`src/rtl/rtc_pkg.sv`:
```
// constants shared by the real-time clock files
`default_nettype none
package rtc_pkg;
  localparam logic [3:0] ADDR_CTRL      = 4'h0;
  localparam logic [3:0] ADDR_STATUS    = 4'h1;
  localparam logic [3:0] ADDR_PRESCALE  = 4'h2;
  localparam logic [3:0] ADDR_CNT_LO    = 4'h3;
  localparam logic [3:0] ADDR_CNT_HI    = 4'h4;
  localparam logic [3:0] ADDR_CMP_LO    = 4'h5;
  localparam logic [3:0] ADDR_CMP_HI    = 4'h6;
  localparam logic [3:0] ADDR_DIVCNT    = 4'h7;
  localparam logic [3:0] ADDR_BKP_BASE  = 4'h8;
  localparam int         NUM_BKP        = 10;
  localparam int         BKP_W          = 16;
  localparam int         PRE_W          = 20;
  localparam int         CNT_W          = 32;
  // ctrl fields
  localparam int         CTRL_SRC_LSB   = 0;
  localparam int         CTRL_ALR_IE    = 2;
  localparam int         CTRL_SEC_IE    = 3;
  localparam int         CTRL_CAL_OE    = 4;
  localparam int         CTRL_RUN       = 5;
  // bank bit moves the backup window up by one bank of eight words
  localparam int         CTRL_BKP_BANK  = 6;
  localparam int         BKP_BANK_SZ    = 8;
  localparam logic [15:0] CTRL_RST      = 16'h0020;
  // status fields, write one to clear
  localparam int         STAT_SEC       = 0;
  localparam int         STAT_ALR       = 1;
  // slow input is 32768 Hz, reload gives one tick per second
  localparam int         LSE_HZ         = 32768;
  localparam int         TICK_S         = 1;
  localparam logic [19:0] PRE_RST       = 20'(LSE_HZ * TICK_S - 1);
  localparam int         HSE_DIV        = 128;
  localparam int         CAL_HZ         = 512;
  localparam logic [5:0] CAL_HALF       = 6'(LSE_HZ / CAL_HZ / 2 - 1);
  typedef enum logic [1:0] {SRC_LSE, SRC_LSI, SRC_HSE} src_e;
endpackage
`default_nettype wire

```
`src/rtl/rtc_sync.sv`:
```
// two-flop synchroniser with rising-edge pulse for one clock source, slow or fast external
`default_nettype none
module rtc_sync (
  input  wire logic i_clk,
  input  wire logic i_rst,
  input  wire logic i_ce,
  input  wire logic i_async,
  output logic      o_rise
);
  logic s1_r;
  logic s2_r;
  logic s3_r;
  always_ff @(posedge i_clk or posedge i_rst) begin
    if (i_rst) begin
      s1_r <= 1'b0;
      s2_r <= 1'b0;
      s3_r <= 1'b0;
    end else if (i_ce) begin
      s1_r <= i_async;
      s2_r <= s1_r;
      s3_r <= s2_r;
    end
  end
  assign o_rise = i_ce & s2_r & ~s3_r;
endmodule
`default_nettype wire

```
`src/rtl/rtc_counter_alarm_backup.sv`:
```
// real-time clock: source select, prescaler, counter, alarm, backup store
// What this block does
// RULE1 - programmable 32-bit counter advancing once per time-base tick
// RULE2 - alarm when counter equals software compare register
// RULE3 - alarm interrupt and periodic tick interrupt
// RULE4 - 20-bit prescaler, reset reload gives one tick per second at 32.768 kHz
// RULE5 - source: 32.768 kHz crystal, 40 kHz RC, or fast external clock /128
// RULE6 - optional 512 Hz reference output for crystal calibration
// RULE7 - ten 16-bit backup registers holding user data
// RULE8 - counter and source keep running in Stop and Standby
// RULE9 - alarm drives an external event line to wake from Stop
// RULE10 - alarm during Standby makes the device exit Standby
// RULE11 - backup-domain registers survive Standby, unlike other registers
// RULE12 - flags stay set until cleared; interrupt is flag and enable
`default_nettype none
module rtc_counter_alarm_backup (
  input  wire logic        i_clk,
  input  wire logic        i_rst,
  input  wire logic        i_bkp_rst,
  input  wire logic        i_ce,
  input  wire logic        i_standby,
  input  wire logic        i_lse,
  input  wire logic        i_lsi,
  input  wire logic        i_hse,
  input  wire logic [3:0]  i_addr,
  input  wire logic [15:0] i_wdata,
  input  wire logic        i_wr,
  input  wire logic        i_rd,
  output logic      [15:0] o_rdata,
  output logic             o_irq_alarm,
  output logic             o_irq_sec,
  output logic             o_alarm_event,
  output logic             o_standby_exit,
  output logic             o_cal_out
);
  logic [15:0]       ctrl_r;
  logic [1:0]        stat_r;
  logic [19:0]       reload_r;
  logic [19:0]       div_r;
  logic [31:0]       cnt_r;
  logic [31:0]       cmp_r;
  logic [15:0]       bkp_r [rtc_pkg::NUM_BKP];
  logic [6:0]        hse_div_r;
  logic              hse_clk_r;
  logic [5:0]        cal_div_r;
  logic              cal_r;
  logic              event_r;
  logic              exit_r;
  logic [15:0]       rdata_r;
  logic              lse_rise;
  logic              lsi_rise;
  logic              hse_rise;
  logic              src_edge;
  logic              tick;
  logic              match;
  logic              match_d_r;
  logic              alarm_hit;
  logic [1:0]        src;
  logic [3:0]        bkp_idx;
  logic              bkp_sel;
  logic [3:0]        bkp_off;
  logic              bkp_bank;
  logic              run_en;
  logic              alr_ie;
  logic              sec_ie;
  logic              cal_oe;
  logic              wr_ctrl;
  logic              wr_stat;
  logic              wr_pre;
  logic              wr_div;
  logic              wr_cnt_lo;
  logic              wr_cnt_hi;
  logic              wr_cmp_lo;
  logic              wr_cmp_hi;
  logic              wr_bkp;
  logic              clr_sec;
  logic              clr_alr;
  logic              sec_flag_r;
  logic              alr_flag_r;
  logic              hse_wrap;
  logic              cal_wrap;
  logic [19:0]       div_nxt;
  logic [31:0]       cnt_nxt;
  logic [31:0]       cmp_nxt;
  logic [15:0]       rdata_nxt;

  rtc_sync u_lse (.i_clk(i_clk), .i_rst(i_rst), .i_ce(i_ce), .i_async(i_lse),
                  .o_rise(lse_rise));
  rtc_sync u_lsi (.i_clk(i_clk), .i_rst(i_rst), .i_ce(i_ce), .i_async(i_lsi),
                  .o_rise(lsi_rise));
  rtc_sync u_hse (.i_clk(i_clk), .i_rst(i_rst), .i_ce(i_ce), .i_async(i_hse),
                  .o_rise(hse_rise));

  assign src = ctrl_r[rtc_pkg::CTRL_SRC_LSB +: 2];
  assign run_en   = ctrl_r[rtc_pkg::CTRL_RUN];
  assign bkp_bank = ctrl_r[rtc_pkg::CTRL_BKP_BANK];
  assign alr_ie   = ctrl_r[rtc_pkg::CTRL_ALR_IE];
  assign sec_ie   = ctrl_r[rtc_pkg::CTRL_SEC_IE];
  assign cal_oe   = ctrl_r[rtc_pkg::CTRL_CAL_OE];

  // write strobes per register, qualified by the clock enable
  assign wr_ctrl   = i_ce && i_wr && (i_addr == rtc_pkg::ADDR_CTRL);
  assign wr_stat   = i_ce && i_wr && (i_addr == rtc_pkg::ADDR_STATUS);
  assign wr_pre    = i_ce && i_wr && (i_addr == rtc_pkg::ADDR_PRESCALE);
  assign wr_div    = i_ce && i_wr && (i_addr == rtc_pkg::ADDR_DIVCNT);
  assign wr_cnt_lo = i_ce && i_wr && (i_addr == rtc_pkg::ADDR_CNT_LO);
  assign wr_cnt_hi = i_ce && i_wr && (i_addr == rtc_pkg::ADDR_CNT_HI);
  assign wr_cmp_lo = i_ce && i_wr && (i_addr == rtc_pkg::ADDR_CMP_LO);
  assign wr_cmp_hi = i_ce && i_wr && (i_addr == rtc_pkg::ADDR_CMP_HI);
  assign wr_bkp    = i_ce && i_wr && bkp_sel;
  assign clr_sec   = wr_stat && i_wdata[rtc_pkg::STAT_SEC];
  assign clr_alr   = wr_stat && i_wdata[rtc_pkg::STAT_ALR];

  // fast external clock divided by 128 before use
  assign hse_wrap = (hse_div_r == 7'(rtc_pkg::HSE_DIV - 1));

  always_ff @(posedge i_clk or posedge i_rst) begin
    if (i_rst) begin
      hse_div_r <= 7'h00;
    end else if (i_ce && hse_rise) begin
      hse_div_r <= hse_div_r + 7'h01;
    end
  end

  always_ff @(posedge i_clk or posedge i_rst) begin
    if (i_rst) begin
      hse_clk_r <= 1'b0;
    end else if (i_ce) begin
      hse_clk_r <= hse_rise && hse_wrap;  // see RULE5
    end
  end

  always_comb begin
    case (src)  // see RULE5
      2'(rtc_pkg::SRC_LSE): src_edge = lse_rise;
      2'(rtc_pkg::SRC_LSI): src_edge = lsi_rise;
      2'(rtc_pkg::SRC_HSE): src_edge = hse_clk_r;
      default:              src_edge = 1'b0;
    endcase
  end

  // prescaler ignores low-power mode inputs: it keeps counting in Stop and Standby
  assign tick = src_edge && ctrl_r[rtc_pkg::CTRL_RUN] && (div_r == 20'h00000);  // see RULE8

  // a prescale write keeps the upper four reload bits and restarts the divider
  always_comb begin
    div_nxt = div_r;
    if (wr_pre) begin
      div_nxt = {reload_r[19:16], i_wdata};
    end else if (src_edge && run_en) begin
      div_nxt = (div_r == 20'h00000) ? reload_r : div_r - 20'h00001;  // see RULE4
    end
  end

  always_ff @(posedge i_clk or posedge i_rst) begin
    if (i_rst) begin
      div_r <= rtc_pkg::PRE_RST;
    end else if (i_ce) begin
      div_r <= div_nxt;
    end
  end

  // reload: low 16 bits from the prescale word, top 4 from bits 3:0 of the divider word
  always_ff @(posedge i_clk or posedge i_rst) begin
    if (i_rst) begin
      reload_r <= rtc_pkg::PRE_RST;  // see RULE4
    end else if (wr_pre) begin
      reload_r[15:0] <= i_wdata;
    end else if (wr_div) begin
      reload_r[19:16] <= i_wdata[3:0];
    end
  end

  always_comb begin
    cnt_nxt = cnt_r;
    if (wr_cnt_lo) begin
      cnt_nxt[15:0] = i_wdata;
    end else if (wr_cnt_hi) begin
      cnt_nxt[31:16] = i_wdata;
    end else if (tick) begin
      cnt_nxt = cnt_r + 32'h0000_0001;  // see RULE1
    end
  end

  always_ff @(posedge i_clk or posedge i_rst) begin
    if (i_rst) begin
      cnt_r <= 32'h0000_0000;
    end else if (i_ce) begin
      cnt_r <= cnt_nxt;
    end
  end

  always_comb begin
    cmp_nxt = cmp_r;
    if (wr_cmp_lo) begin
      cmp_nxt[15:0] = i_wdata;
    end else if (wr_cmp_hi) begin
      cmp_nxt[31:16] = i_wdata;
    end
  end

  always_ff @(posedge i_clk or posedge i_rst) begin
    if (i_rst) begin
      cmp_r <= 32'hFFFF_FFFF;
    end else if (i_ce) begin
      cmp_r <= cmp_nxt;
    end
  end

  // alarm fires once when the count first equals compare
  assign match = (cnt_r == cmp_r);  // see RULE2
  assign alarm_hit = match && !match_d_r;

  always_ff @(posedge i_clk or posedge i_rst) begin
    if (i_rst) begin
      match_d_r <= 1'b1;
    end else if (i_ce) begin
      match_d_r <= match;
    end
  end

  always_ff @(posedge i_clk or posedge i_rst) begin
    if (i_rst) begin
      ctrl_r <= rtc_pkg::CTRL_RST;
    end else if (wr_ctrl) begin
      ctrl_r <= {9'h000, i_wdata[6:0]};
    end
  end

  // sticky flags, write one to clear; a new event wins over the clear
  always_ff @(posedge i_clk or posedge i_rst) begin
    if (i_rst) begin
      sec_flag_r <= 1'b0;
    end else if (i_ce) begin
      sec_flag_r <= tick | (sec_flag_r & ~clr_sec);  // see RULE12
    end
  end

  always_ff @(posedge i_clk or posedge i_rst) begin
    if (i_rst) begin
      alr_flag_r <= 1'b0;
    end else if (i_ce) begin
      alr_flag_r <= alarm_hit | (alr_flag_r & ~clr_alr);  // see RULE12
    end
  end

  assign stat_r[rtc_pkg::STAT_SEC] = sec_flag_r;
  assign stat_r[rtc_pkg::STAT_ALR] = alr_flag_r;

  assign o_irq_sec   = sec_flag_r & sec_ie;  // see RULE3
  assign o_irq_alarm = alr_flag_r & alr_ie;  // see RULE3

  // event line pulse to the wake logic; standby exit held until standby drops
  always_ff @(posedge i_clk or posedge i_rst) begin
    if (i_rst) begin
      event_r <= 1'b0;
    end else if (i_ce) begin
      event_r <= alarm_hit;  // see RULE9
    end
  end

  always_ff @(posedge i_clk or posedge i_rst) begin
    if (i_rst) begin
      exit_r <= 1'b0;
    end else if (i_ce) begin
      if (!i_standby) begin
        exit_r <= 1'b0;
      end else if (alarm_hit) begin
        exit_r <= 1'b1;  // see RULE10
      end
    end
  end

  assign o_alarm_event  = event_r;
  assign o_standby_exit = exit_r;

  // 512 Hz calibration output, toggled every 32 slow edges
  assign cal_wrap = (cal_div_r == rtc_pkg::CAL_HALF);

  always_ff @(posedge i_clk or posedge i_rst) begin
    if (i_rst) begin
      cal_div_r <= 6'h00;
    end else if (i_ce && src_edge) begin
      cal_div_r <= cal_wrap ? 6'h00 : cal_div_r + 6'h01;
    end
  end

  always_ff @(posedge i_clk or posedge i_rst) begin
    if (i_rst) begin
      cal_r <= 1'b0;
    end else if (i_ce && src_edge && cal_wrap) begin
      cal_r <= ~cal_r & cal_oe;  // see RULE6
    end
  end

  assign o_cal_out = cal_r;

  // eight-word window; the bank bit reaches backup words 8 and 9
  assign bkp_off = i_addr - rtc_pkg::ADDR_BKP_BASE;
  assign bkp_idx = bkp_bank ? bkp_off + 4'(rtc_pkg::BKP_BANK_SZ) : bkp_off;
  assign bkp_sel = (i_addr >= rtc_pkg::ADDR_BKP_BASE) &&
                   (bkp_idx < 4'(rtc_pkg::NUM_BKP));

  // backup store clears only on its own domain reset, so standby keeps it
  always_ff @(posedge i_clk or posedge i_bkp_rst) begin
    if (i_bkp_rst) begin
      for (int k = 0; k < rtc_pkg::NUM_BKP; k++) begin
        bkp_r[k] <= 16'h0000;  // see RULE11
      end
    end else if (wr_bkp) begin
      bkp_r[bkp_idx] <= i_wdata;  // see RULE7
    end
  end

  // read data one cycle after the strobe, zero otherwise
  always_comb begin
    rdata_nxt = 16'h0000;
    if (i_rd) begin
      case (i_addr)
        rtc_pkg::ADDR_CTRL:     rdata_nxt = ctrl_r;
        rtc_pkg::ADDR_STATUS:   rdata_nxt = {14'h0000, stat_r};
        rtc_pkg::ADDR_PRESCALE: rdata_nxt = reload_r[15:0];
        rtc_pkg::ADDR_CNT_LO:   rdata_nxt = cnt_r[15:0];
        rtc_pkg::ADDR_CNT_HI:   rdata_nxt = cnt_r[31:16];
        rtc_pkg::ADDR_CMP_LO:   rdata_nxt = cmp_r[15:0];
        rtc_pkg::ADDR_CMP_HI:   rdata_nxt = cmp_r[31:16];
        rtc_pkg::ADDR_DIVCNT:   rdata_nxt = {12'h000, div_r[19:16]};
        default:                rdata_nxt = bkp_sel ? bkp_r[bkp_idx] : 16'h0000;
      endcase
    end
  end

  always_ff @(posedge i_clk or posedge i_rst) begin
    if (i_rst) begin
      rdata_r <= 16'h0000;
    end else if (i_ce) begin
      rdata_r <= rdata_nxt;
    end
  end

  assign o_rdata = rdata_r;
endmodule
`default_nettype wire

```
`config.mk`:
```
export PLATFORM = sky130hd
export DESIGN_NAME = rtc_counter_alarm_backup
export DESIGN_NICKNAME = d
export VERILOG_FILES = /design/src/rtl/rtc_pkg.sv /design/src/rtl/rtc_sync.sv /design/src/rtl/rtc_counter_alarm_backup.sv
export SDC_FILE = /design/constraint.sdc
export NUM_CORES = 1
export LEC_CHECK = 0
export ABC_AREA = 1
export BUFFER_PORTS_ARGS = -buffer_cell sky130_fd_sc_hd__buf_2
export CORE_MARGIN = 2
export CORE_UTILIZATION = 40
export DETAILED_ROUTE_END_ITERATION = 6
export PLACE_DENSITY = 0.61
export SETUP_SLACK_MARGIN = 0.2
export SYNTH_ARGS = -nofsm -noshare
export SYNTH_HDL_FRONTEND = slang
export SYNTH_HIERARCHICAL = 1
export SYNTH_SLANG_ARGS = --single-unit
```
`constraint.sdc`:
```
create_clock -name i_clk -period 5.3 [get_ports i_clk]
set_input_delay 0.53 -clock i_clk [delete_from_list [all_inputs] [get_ports i_clk]]
set_output_delay 0.53 -clock i_clk [all_outputs]
set_load 0.005 [all_outputs]
```
==> reports/results.tsv, run 1 <==
metric	value	unit
outcome	completed	
VDD IR max	0.241	mV
post-synth top area share	37.7	%
Post-synth top cells	nand2_1 (867), o21ai_0 (349), dfrtp_1 (252)	
Synth area leaders	dfrtp_1 (38%), nand2_1 (19%), o21ai_0 (10%)	
setup TNS	0	ns
GRT overflow	0	
setup slack at placement	1.78	ns
RD Place Congestion	0.942	
most common cell in the netlist	nand2_1	
number of flops mapped to enable cells by yosys	0	
CP Max Fanout	18	
Synth Net Count	2346	
R2R cell count	8	
Area growth syn-to-layout	11.1	%
H-tree levels	2	
multi-input logic area	0.00749	mm^2
Sink Count	316	
clk_lat worst skew	0.56	ns
pin count of the biggest net entering global routing	67	
Clock Tree Buf Depth	3	
detailed-router iteration count before antenna repair	6	
Core Region	0.0410	mm^2
input/output buffers	50	
Routed Antenna Nets	0	
RR Startpoint	ctrl_r[6]	
CP startpoint kind	flop	
r2r setup slk	2.22	ns
synthesized area	0.0167	mm^2
Post-DP HPWL	41000	um
Register Area	0.00799	mm^2
Min-Delay Path Class	in -> async	
top_reg_cell synth	dfrtp_1	
ys async rst share	100	%
fmax	325	MHz
Starting Density	40.8	%
Reg clk slew, reported paths	0.06	ns
Synth Area in Compound Gates	13.7	%
power per cell area	388	mW/mm^2
Tcrit/Tclk final	58.1	%
GRT Total Usage	27.0	%
post-synth cell types	40	
cell leakage power	8.85	nW
vias in the first global route	14800	
Die Span Y	208	um
Final WS setup	2.22	ns
cell taking the most area after synthesis	dfrtp_1	
CP Capture Type	flop	
Setup violations, final	0	
Root Buffer	clkbuf_16	
Via Count	15500	
ANT cells	0	
post-synthesis mux area share	0.0674	%
FP Rows	74	
final max-slew violation count	0	
simple-gate area share of the yosys netlist	28.9	%
fraction of layout instances using a drive strength above 1	9.69	%
# fillers	4128	
Die Area	0.0434	mm^2
Iter 0 DRT Violations	1517	
Num CTS Buffers	37	
chip width	208	um
worst path arrival time	3.48	ns
initial antenna violation count	1	
# Max-Cap Violations	0	
Rel. slew slack	25.1	%
IO Pins	51	
TritonCTS clock tree	done	
Worst Max-Slew Pin Slew	1.12	ns
min Tclk post-route	3.08	ns
Synth Instances	2311	
DRC errors left	0	
first-pass GRT wire length	89600	um
reg2reg end	bkp_r[130]	
final hold violation count	0	
post-synthesis xor/xnor area fraction	1.78	%
Syn. warnings	6	
crit path kind	reg -> reg	
adder-cell share of the synthesized area	0.374	%
main combinational cell family by area after synthesis	simple AND/OR/NAND/NOR gates	
routed vias/inst	5.41	
flop and latch count out of synthesis	316	
unrepaired setup endpoints after global routing	false	
per-cell routed wire length	20.4	um
Clock Skew	0.0184	ns
nets	2349	
worst hold slack	0.0110	ns
DRT Wirelength	58800	um
Avg Cell Area, Syn	7.23	um^2
Worst EP required	5.70	ns
sequential share of the synthesized area	47.8	%
stage by stage:
step           instance area [um^2]  util (%)  instances  total power (W)
2_1_floorplan                 16700         -       2311          0.00411
3_3_place_gp                  17300      42.2       2806          0.00455
3_5_place_dp                  17300      42.2       2806          0.00458
4_1_cts                       18600      45.3       2875          0.00723
5_1_grt                       18600      45.3       2875          0.00758
6_report                      18600      45.3       2875          0.00720
worst max path at each step:
stage | start | to | cells after the start
after detailed placement | i_addr[0] | cnt_r[11] | 10
after floorplan | i_bkp_rst | bkp_r[0] | 1
after CTS | ctrl_r[6] | bkp_r[130] | 8
final | ctrl_r[6] | bkp_r[130] | 8
after global placement | i_addr[0] | cnt_r[11] | 10
after global routing | ctrl_r[6] | bkp_r[147] | 8
layer usage:
layer | global-route usage, % | wire length (um) | vias up
li1 | - | - | 7356
met1 | 37.0 | 25500 | 7459
met2 | 42.5 | 26600 | 601
met3 | 4.68 | 4220 | 133
met4 | 10.9 | 2490 | 0
met5 | 0 | 0 | -
layout by cell type, fill, tap and decap left out, types with 17 or more instances in the layout:
master,n
buf_4,20
nor2_1,194
xor2_1,21
nand2_1,867
o21ai_0,349
o22ai_1,25
nor3_1,22
dfrtp_1,252
a21oi_1,17
inv_1,196
clkbuf_16,38
nand3_1,91
buf_2,50
dfstp_2,64
report_power, final:
part	leakage [nW]	switching (W)	total (W)	internal (W)
registers	3.99	0.000339	0.00323	0.00289
clock network	0.605	0.00108	0.00263	0.00155
logic	4.25	0.000881	0.00135	0.000465
total	8.85	0.00230	0.00720	0.00490
sequential cells by signal (all words and copies together), names as in the netlist, 6 cells and up:
register and count:
bkp_r 160, cal_div_r 6, cmp_r 32, cnt_r 32
ctrl_r 7, div_r 20, hse_div_r 7, o_rdata 16
reload_r 20
layout make-up:
cell class | instances | area share, %
clock inverter | 10 | 0.714
inverter | 204 | 4.19
clock buffer | 58 | 5.96
multi-input combinational | 1684 | 40.3
tap | 532 | 3.58
timing repair buffer | 71 | 2.21
sequential | 316 | 43.0
critical path, stage by stage (launching register included):
cell and delay, ns:
dfrtp_1 0.80, inv_1 0.22, nand2_1 0.11, nand2_1 0.10
nand2_1 0.12, clkinv_1 0.50, nand3_1 0.64, buf_4 0.32
o21ai_0 0.12
cell families after synthesis:
| kind of cell | Yosys count |
|---|---|
| XOR/XNOR | 34 |
| AND/OR/NAND/NOR | 1213 |
| adder cells (fa/ha/maj) | 5 |
| AO/OA/AOI/OAI | 431 |
| multiplexers | 1 |
| buffers and inverters | 311 |
| flip-flops | 316 |
repair_timing:
item	CTS	global route
endpoints found under the hold margin	9	0
hold buffers	1	0
setup buffers	0	0
gates resized for setup	0	0
Power figures use the tool's default switching activity.
==> run 2, diff against run 1 <==
- ABC_AREA: 1 -> 0
- clock period: 5.3 -> 3 ns (I/O delays scaled with it)
==> run 2 against run 1 <==
Effect of this change:
- clock power increased by 68%
- critical path depth is 2 lower
- utilization grew 1.2 points
- clock skew up 0.0041 ns
- sequential power grew 83%
- maximum frequency is 21% higher
- setup slack got worse by 1.8 ns
- critical path type unchanged
- die area down 5.2%
==> reports/results.tsv, run 2 <==
metric	value	unit
outcome	completed	
input/output buffers	50	
Inst Count DP	1915	
per-cell routed wire length	22.6	um
Synth Instances	1389	
Sink Count	316	
GRT overflow	0	
simple-gate area share of the yosys netlist	11.3	%
GRT Total Usage	22.1	%
Area growth syn-to-layout	14.0	%
hold path depth	2	
FP Rows	72	
chip width	203	um
Top reg by flops	bkp_r	
crit path kind	reg -> reg	
fraction of layout instances using a drive strength above 1	34.1	%
setup TNS	0	ns
sequential share of the synthesized area	50.5	%
WHS Endpoint	u_lsi/s1_r	
min Tclk post-route	2.54	ns
number of flops mapped to enable cells by yosys	0	
Num CTS Buffers	35	
vias in the first global route	11500	
Clock Tree Buf Depth	3	
final max-slew violation count	0	
GRT Max-Usage Layer	met2	
Tcrit/Tclk final	84.5	%
met3 GRT Util	2.95	%
DRT Wirelength	44800	um
R2R cell count	6	
Root Buffer	clkbuf_16	
CP Capture Type	flop	
post-synthesis xor/xnor area fraction	3.71	%
Avg Cell Area, Syn	11.4	um^2
Worst path top cell family by delay	compound AO/OA/AOI/OAI gates	
Synth area leaders	dfrtp_1 (40%), mux2_2 (16%), dfstp_2 (11%)	
routed vias/inst	5.80	
detailed-router iteration count before antenna repair	6	
TritonCTS clock tree	done	
first-pass GRT wire length	70100	um
Starting Density	40.8	%
nets	1472	
Largest regs	bkp_r x160, cmp_r x32, cnt_r x32	
CP Max Fanout	14	
Syn. warnings	6	
flop and latch count out of synthesis	316	
fin cells	1982	
Min-Delay Path Class	in -> reg	
Post-synth top cells	dfrtp_1 (252), mux2_2 (226), nand2_1 (128)	
RD Place Congestion	0.894	
Rel. slew slack	43.1	%
r2r setup slk	0.46	ns
synthesized area	0.0158	mm^2
commonest non-fill, non-tap cells in the layout	dfrtp_1 (252), mux2_2 (226), nand2_1 (128)	
reg2reg end	o_rdata[15]	
Clock Skew	0.0225	ns
clk_lat worst skew	0.54	ns
# Max-Cap Violations	0	
Die Span Y	203	um
unrepaired setup endpoints after global routing	false	
Worst Max-Slew Pin Slew	0.854	ns
Worst EP required	3.45	ns
DRC errors left	0	
top_reg_cell synth	dfrtp_1	
cell taking the most area after synthesis	dfrtp_1	
main combinational cell family by area after synthesis	multiplexers	
Synth Area in Compound Gates	10.4	%
most common cell in the netlist	dfrtp_1	
IO Pins	51	
Worst path depth	6	
GR Layer Usage met2	35.0	%
grt met1 use	31.3	%
Routed Antenna Nets	0	
ys async rst share	100	%
Die Area	0.0412	mm^2
VDD IR max	0.403	mV
max reg flops	160	
CP startpoint kind	flop	
max incr delay on CP	0.67	ns
Worst Hold Launch	i_lsi	
pin count of the biggest net entering global routing	148	
Via Count	11500	
post-synth top area share	39.8	%
Synth Net Count	1424	
worst path arrival time	2.99	ns
Critical path buffers and inverters	0	
crit-path cells	xnor2_1 > nand2b_1 > o311ai_0 > a211oi_1 > a2111oi_0 > o2bb2ai_1	
Setup violations, final	0	
post-synthesis mux area share	20.6	%
setup bufs post-CTS	0	
cell leakage power	7.81	nW
Reg clk slew, reported paths	0.06	ns
fmax	394	MHz
final hold violation count	0	
power per cell area	691	mW/mm^2
RR Startpoint	ctrl_r[6]	
commonest non-fill, non-tap cell in the layout	dfrtp_1	
Slowest-stage cell, CP	nand2b_1	
post-synth cell types	70	
Iter 0 DRT Violations	922	
Post-DP HPWL	30500	um
H-tree levels	2	
Core Region	0.0388	mm^2
adder-cell share of the synthesized area	0.395	%
initial antenna violation count	2	
run 2: area by class of cell:
| type | instances | area, um^2 |
|---|---|---|
| Tap cell | 518 | 648 |
| Clock buffer | 48 | 1000 |
| Clock inverter | 15 | 173 |
| Antenna cell | 1 | 2.50 |
| Multi-Input combinational cell | 949 | 7350 |
| Inverter | 19 | 78.8 |
| Sequential cell | 316 | 7990 |
| Fill cell | 3594 | 20800 |
| Timing Repair Buffer | 116 | 793 |
run 2: worst max path at each step:
stage	from	end	slack, ns
floorplan	i_bkp_rst	bkp_r[0]	0.67
global placement	i_addr[3]	o_rdata[13]	0.20
detailed placement	i_addr[3]	o_rdata[13]	0.21
CTS	div_r[0]	cnt_r[22]	0.43
global route	div_r[0]	cnt_r[22]	0.30
finish	ctrl_r[6]	o_rdata[15]	0.46
run 2: layer usage:
metal	up-vias	share of wire, %
met1	5899	44
li1	5159	-
met4	2	2.9
met3	86	6.0
met2	346	47
met5	-	0.036
run 2: worst register-to-register path, stage by stage (launching register included):
cell and delay (ns):
dfrtp_1 0.39, xnor2_1 0.45, nand2b_1 0.67, o311ai_0 0.24, a211oi_1 0.42, a2111oi_0 0.13, o2bb2ai_1 0.16
run 2: kinds of logic after synthesis:
family	after synthesis
multiplexers	275
flip-flops	316
XOR/XNOR	67
AND/OR/NAND/NOR	351
AO/OA/AOI/OAI	251
buffers and inverters	124
adder cells (fa/ha/maj)	5
run 2: stage by stage:
step                area [um^2]  worst slack [ns]  power, W  hold WS [ns]  util [%]
floorplan                 15800             0.671   0.00734        0.0536         -
global placement          16800             0.197   0.00801         0.217      43.3
detailed placement        16800             0.209   0.00809         0.219      43.3
CTS                       18000             0.428    0.0125       0.00413      46.5
global route              18000             0.304    0.0130        0.0134      46.5
finish                    18000             0.464    0.0125        0.0186      46.5
run 2: power by group:
group | internal (W) | leakage (nW) | switching (W)
combinational | 0.00109 | 3.27 | 0.00104
sequential | 0.00518 | 3.95 | 0.000737
clock | 0.00262 | 0.590 | 0.00179
total | 0.00889 | 7.81 | 0.00357
run 2: timing repair:
action	4_1_cts	5_1_grt
gates resized for setup	0	1
hold buffers	3	0
setup endpoints to repair	0	3
endpoints found under the hold margin	25	0
==> run 3, diff against run 2 <==
- clock period: 3 -> 2.6 ns (I/O delays scaled with it)
==> run 3 against run 2 <==
Effect of this change:
- the run now ends with design-rule violations left
- count of clock-buffer cells in the layout is 10 higher
- wire length is 1.0% higher
- sequential share of layout area is 1.1 points lower
- maximum frequency is 9.6% higher
- utilization is 1.1 points higher
- clock power is 22% higher
- largest power group unchanged
- register-to-register slack worse by 0.18 ns
- global-route usage is 0.15 points higher
- largest cell class unchanged
- setup slack worse by 0.18 ns
- first-iteration DRC count is 17% higher
- design area is 2.5% higher
- final cell count is 1.9% higher
==> reports/results.tsv, run 3 (synthesized netlist as in run 2, its figures left out) <==
metric	value	unit
Root Buffer	clkbuf_16	
Starting Density	40.8	%
Setup violations, final	0	
input/output buffers	50	
ANT cells	0	
hold path depth	3	
Inst Count DP	1945	
power per cell area	798	mW/mm^2
failing checks	design-rule violations	
RD Place Congestion	0.910	
DRC errors left	1	
min Tclk post-route	2.31	ns
Clock Skew	0.0200	ns
CP Capture Type	flop	
Slowest-stage cell, CP	or4_1	
worst path arrival time	2.78	ns
fmax	432	MHz
Reg clk slew, reported paths	0.07	ns
crit path kind	reg -> reg	
commonest non-fill, non-tap cell in the layout	dfrtp_1	
Top reg by flops	bkp_r	
routed vias/inst	5.76	
outcome	finished, violations left	
final max-slew violation count	0	
R2R cell count	8	
IO Pins	51	
first-pass GRT wire length	70400	um
Worst path depth	8	
detailed-router iteration count before antenna repair	7	
Pwr Total	0.0148	W
Num CTS Buffers	37	
Routed Antenna Nets	0	
vias in the first global route	11800	
Rel. slew slack	52.5	%
Largest regs	bkp_r x160, cmp_r x32, cnt_r x32	
Core Region	0.0388	mm^2
pin count of the biggest net entering global routing	83	
Die Area	0.0412	mm^2
Worst path top cell family by delay	simple AND/OR/NAND/NOR gates	
GRT overflow	0	
Via Count	11600	
TritonCTS clock tree	done	
Worst Max-Slew Pin Slew	0.694	ns
initial antenna violation count	1	
# fillers	3526	
final hold violation count	0	
max incr delay on CP	0.40	ns
GRT Total Usage	22.2	%
Tcrit/Tclk final	89.0	%
Clock Tree Buf Depth	3	
chip width	203	um
Sink Count	316	
clk_lat worst skew	0.56	ns
cell leakage power	8.02	nW
worst hold slack	0.108	ns
# Max-Cap Violations	0	
Critical path buffers and inverters	1	
VDD IR max	0.476	mV
commonest non-fill, non-tap cells in the layout	dfrtp_1 (252), mux2_2 (226), nand2_1 (128)	
CP Max Fanout	5	
FP Rows	72	
max reg flops	160	
fraction of layout instances using a drive strength above 1	35.2	%
DRT Wirelength	45200	um
nets	1509	
Area growth syn-to-layout	16.8	%
Post-DP HPWL	31200	um
crit-path cells	inv_1 > ha_1 > nor4b_1 > and3b_2 > nand3_4 > or3_1 > or4_1 > o211ai_1	
fin cells	2020	
Iter 0 DRT Violations	1075	
Min-Delay Path Class	in -> reg	
H-tree levels	2	
Worst EP required	3.07	ns
unrepaired setup endpoints after global routing	true	
CP startpoint kind	flop	
Die Span Y	203	um
setup TNS	0	ns
per-cell routed wire length	22.4	um
run 3: cell count changes in the layout (fill, tap and decap cells not counted), sizes merged:
cell         delta
clkbuf         +10
diode           -1
dlygate4sd3     +3
clkinv          -7
buf            +32
inv             +1
run 3: tightest hold or removal path: cells and delay by family:
kind | cells | cell delay, ns
buffers and inverters | 1 | 0.24
and+or+nand+nor | 2 | 0.14
run 3: cell type report:
type | count | area (um^2) | area share, %
clock buffer | 58 | 1090 | 5.88
clock inverter | 9 | 175 | 0.948
inverter | 19 | 78.8 | 0.426
multi-input combinational | 949 | 7370 | 39.9
sequential | 316 | 7990 | 43.2
tap | 518 | 648 | 3.51
timing repair buffer | 151 | 1140 | 6.16
run 3: stage by stage:
step | cell area, um^2 | worst slack [ns] | util [%]
after floorplan | 15800 | 0.311 | -
after global placement | 17100 | -0.0223 | 44.1
after detailed placement | 17100 | -0.0474 | 44.1
after CTS | 18500 | 0.254 | 47.5
after global routing | 18500 | 0.140 | 47.6
final | 18500 | 0.286 | 47.6
run 3: power by group:
group,switching [W],internal [W]
combinational,0.00127,0.00134
sequential,0.000806,0.00598
clock,0.00215,0.00321
run 3: path summary, 6_finish.rpt:
path	startpoint	end	slack (ns)
setup / recovery	div_r[0]	cnt_r[22]	0.29
hold / removal	i_wdata[2]	reload_r[2]	0.11
setup reg to reg	div_r[0]	cnt_r[22]	0.29
hold reg to reg	hse_div_r[2]	hse_div_r[2]	0.46
max in group asynchronous	i_bkp_rst	bkp_r[117]	1.51
min in group asynchronous	i_rst	u_hse/s3_r	0.17
run 3: repair_timing:
action,CTS,global route
buffers inserted,0,2
endpoints found under the hold margin,87,0
endpoints found under the setup margin,1,15
hold buffers,6,0
resized for setup,1,5
run 3: per-layer routing:
layer	routed length, um	global-route usage, %	share of wire (%)	up-vias
met5	7	0	0.015	-
met4	1360	7.61	3.0	2
met3	2870	4.16	6.4	98
met2	21100	35.4	47	393
met1	19900	30.5	44	5909
li1	-	-	-	5240
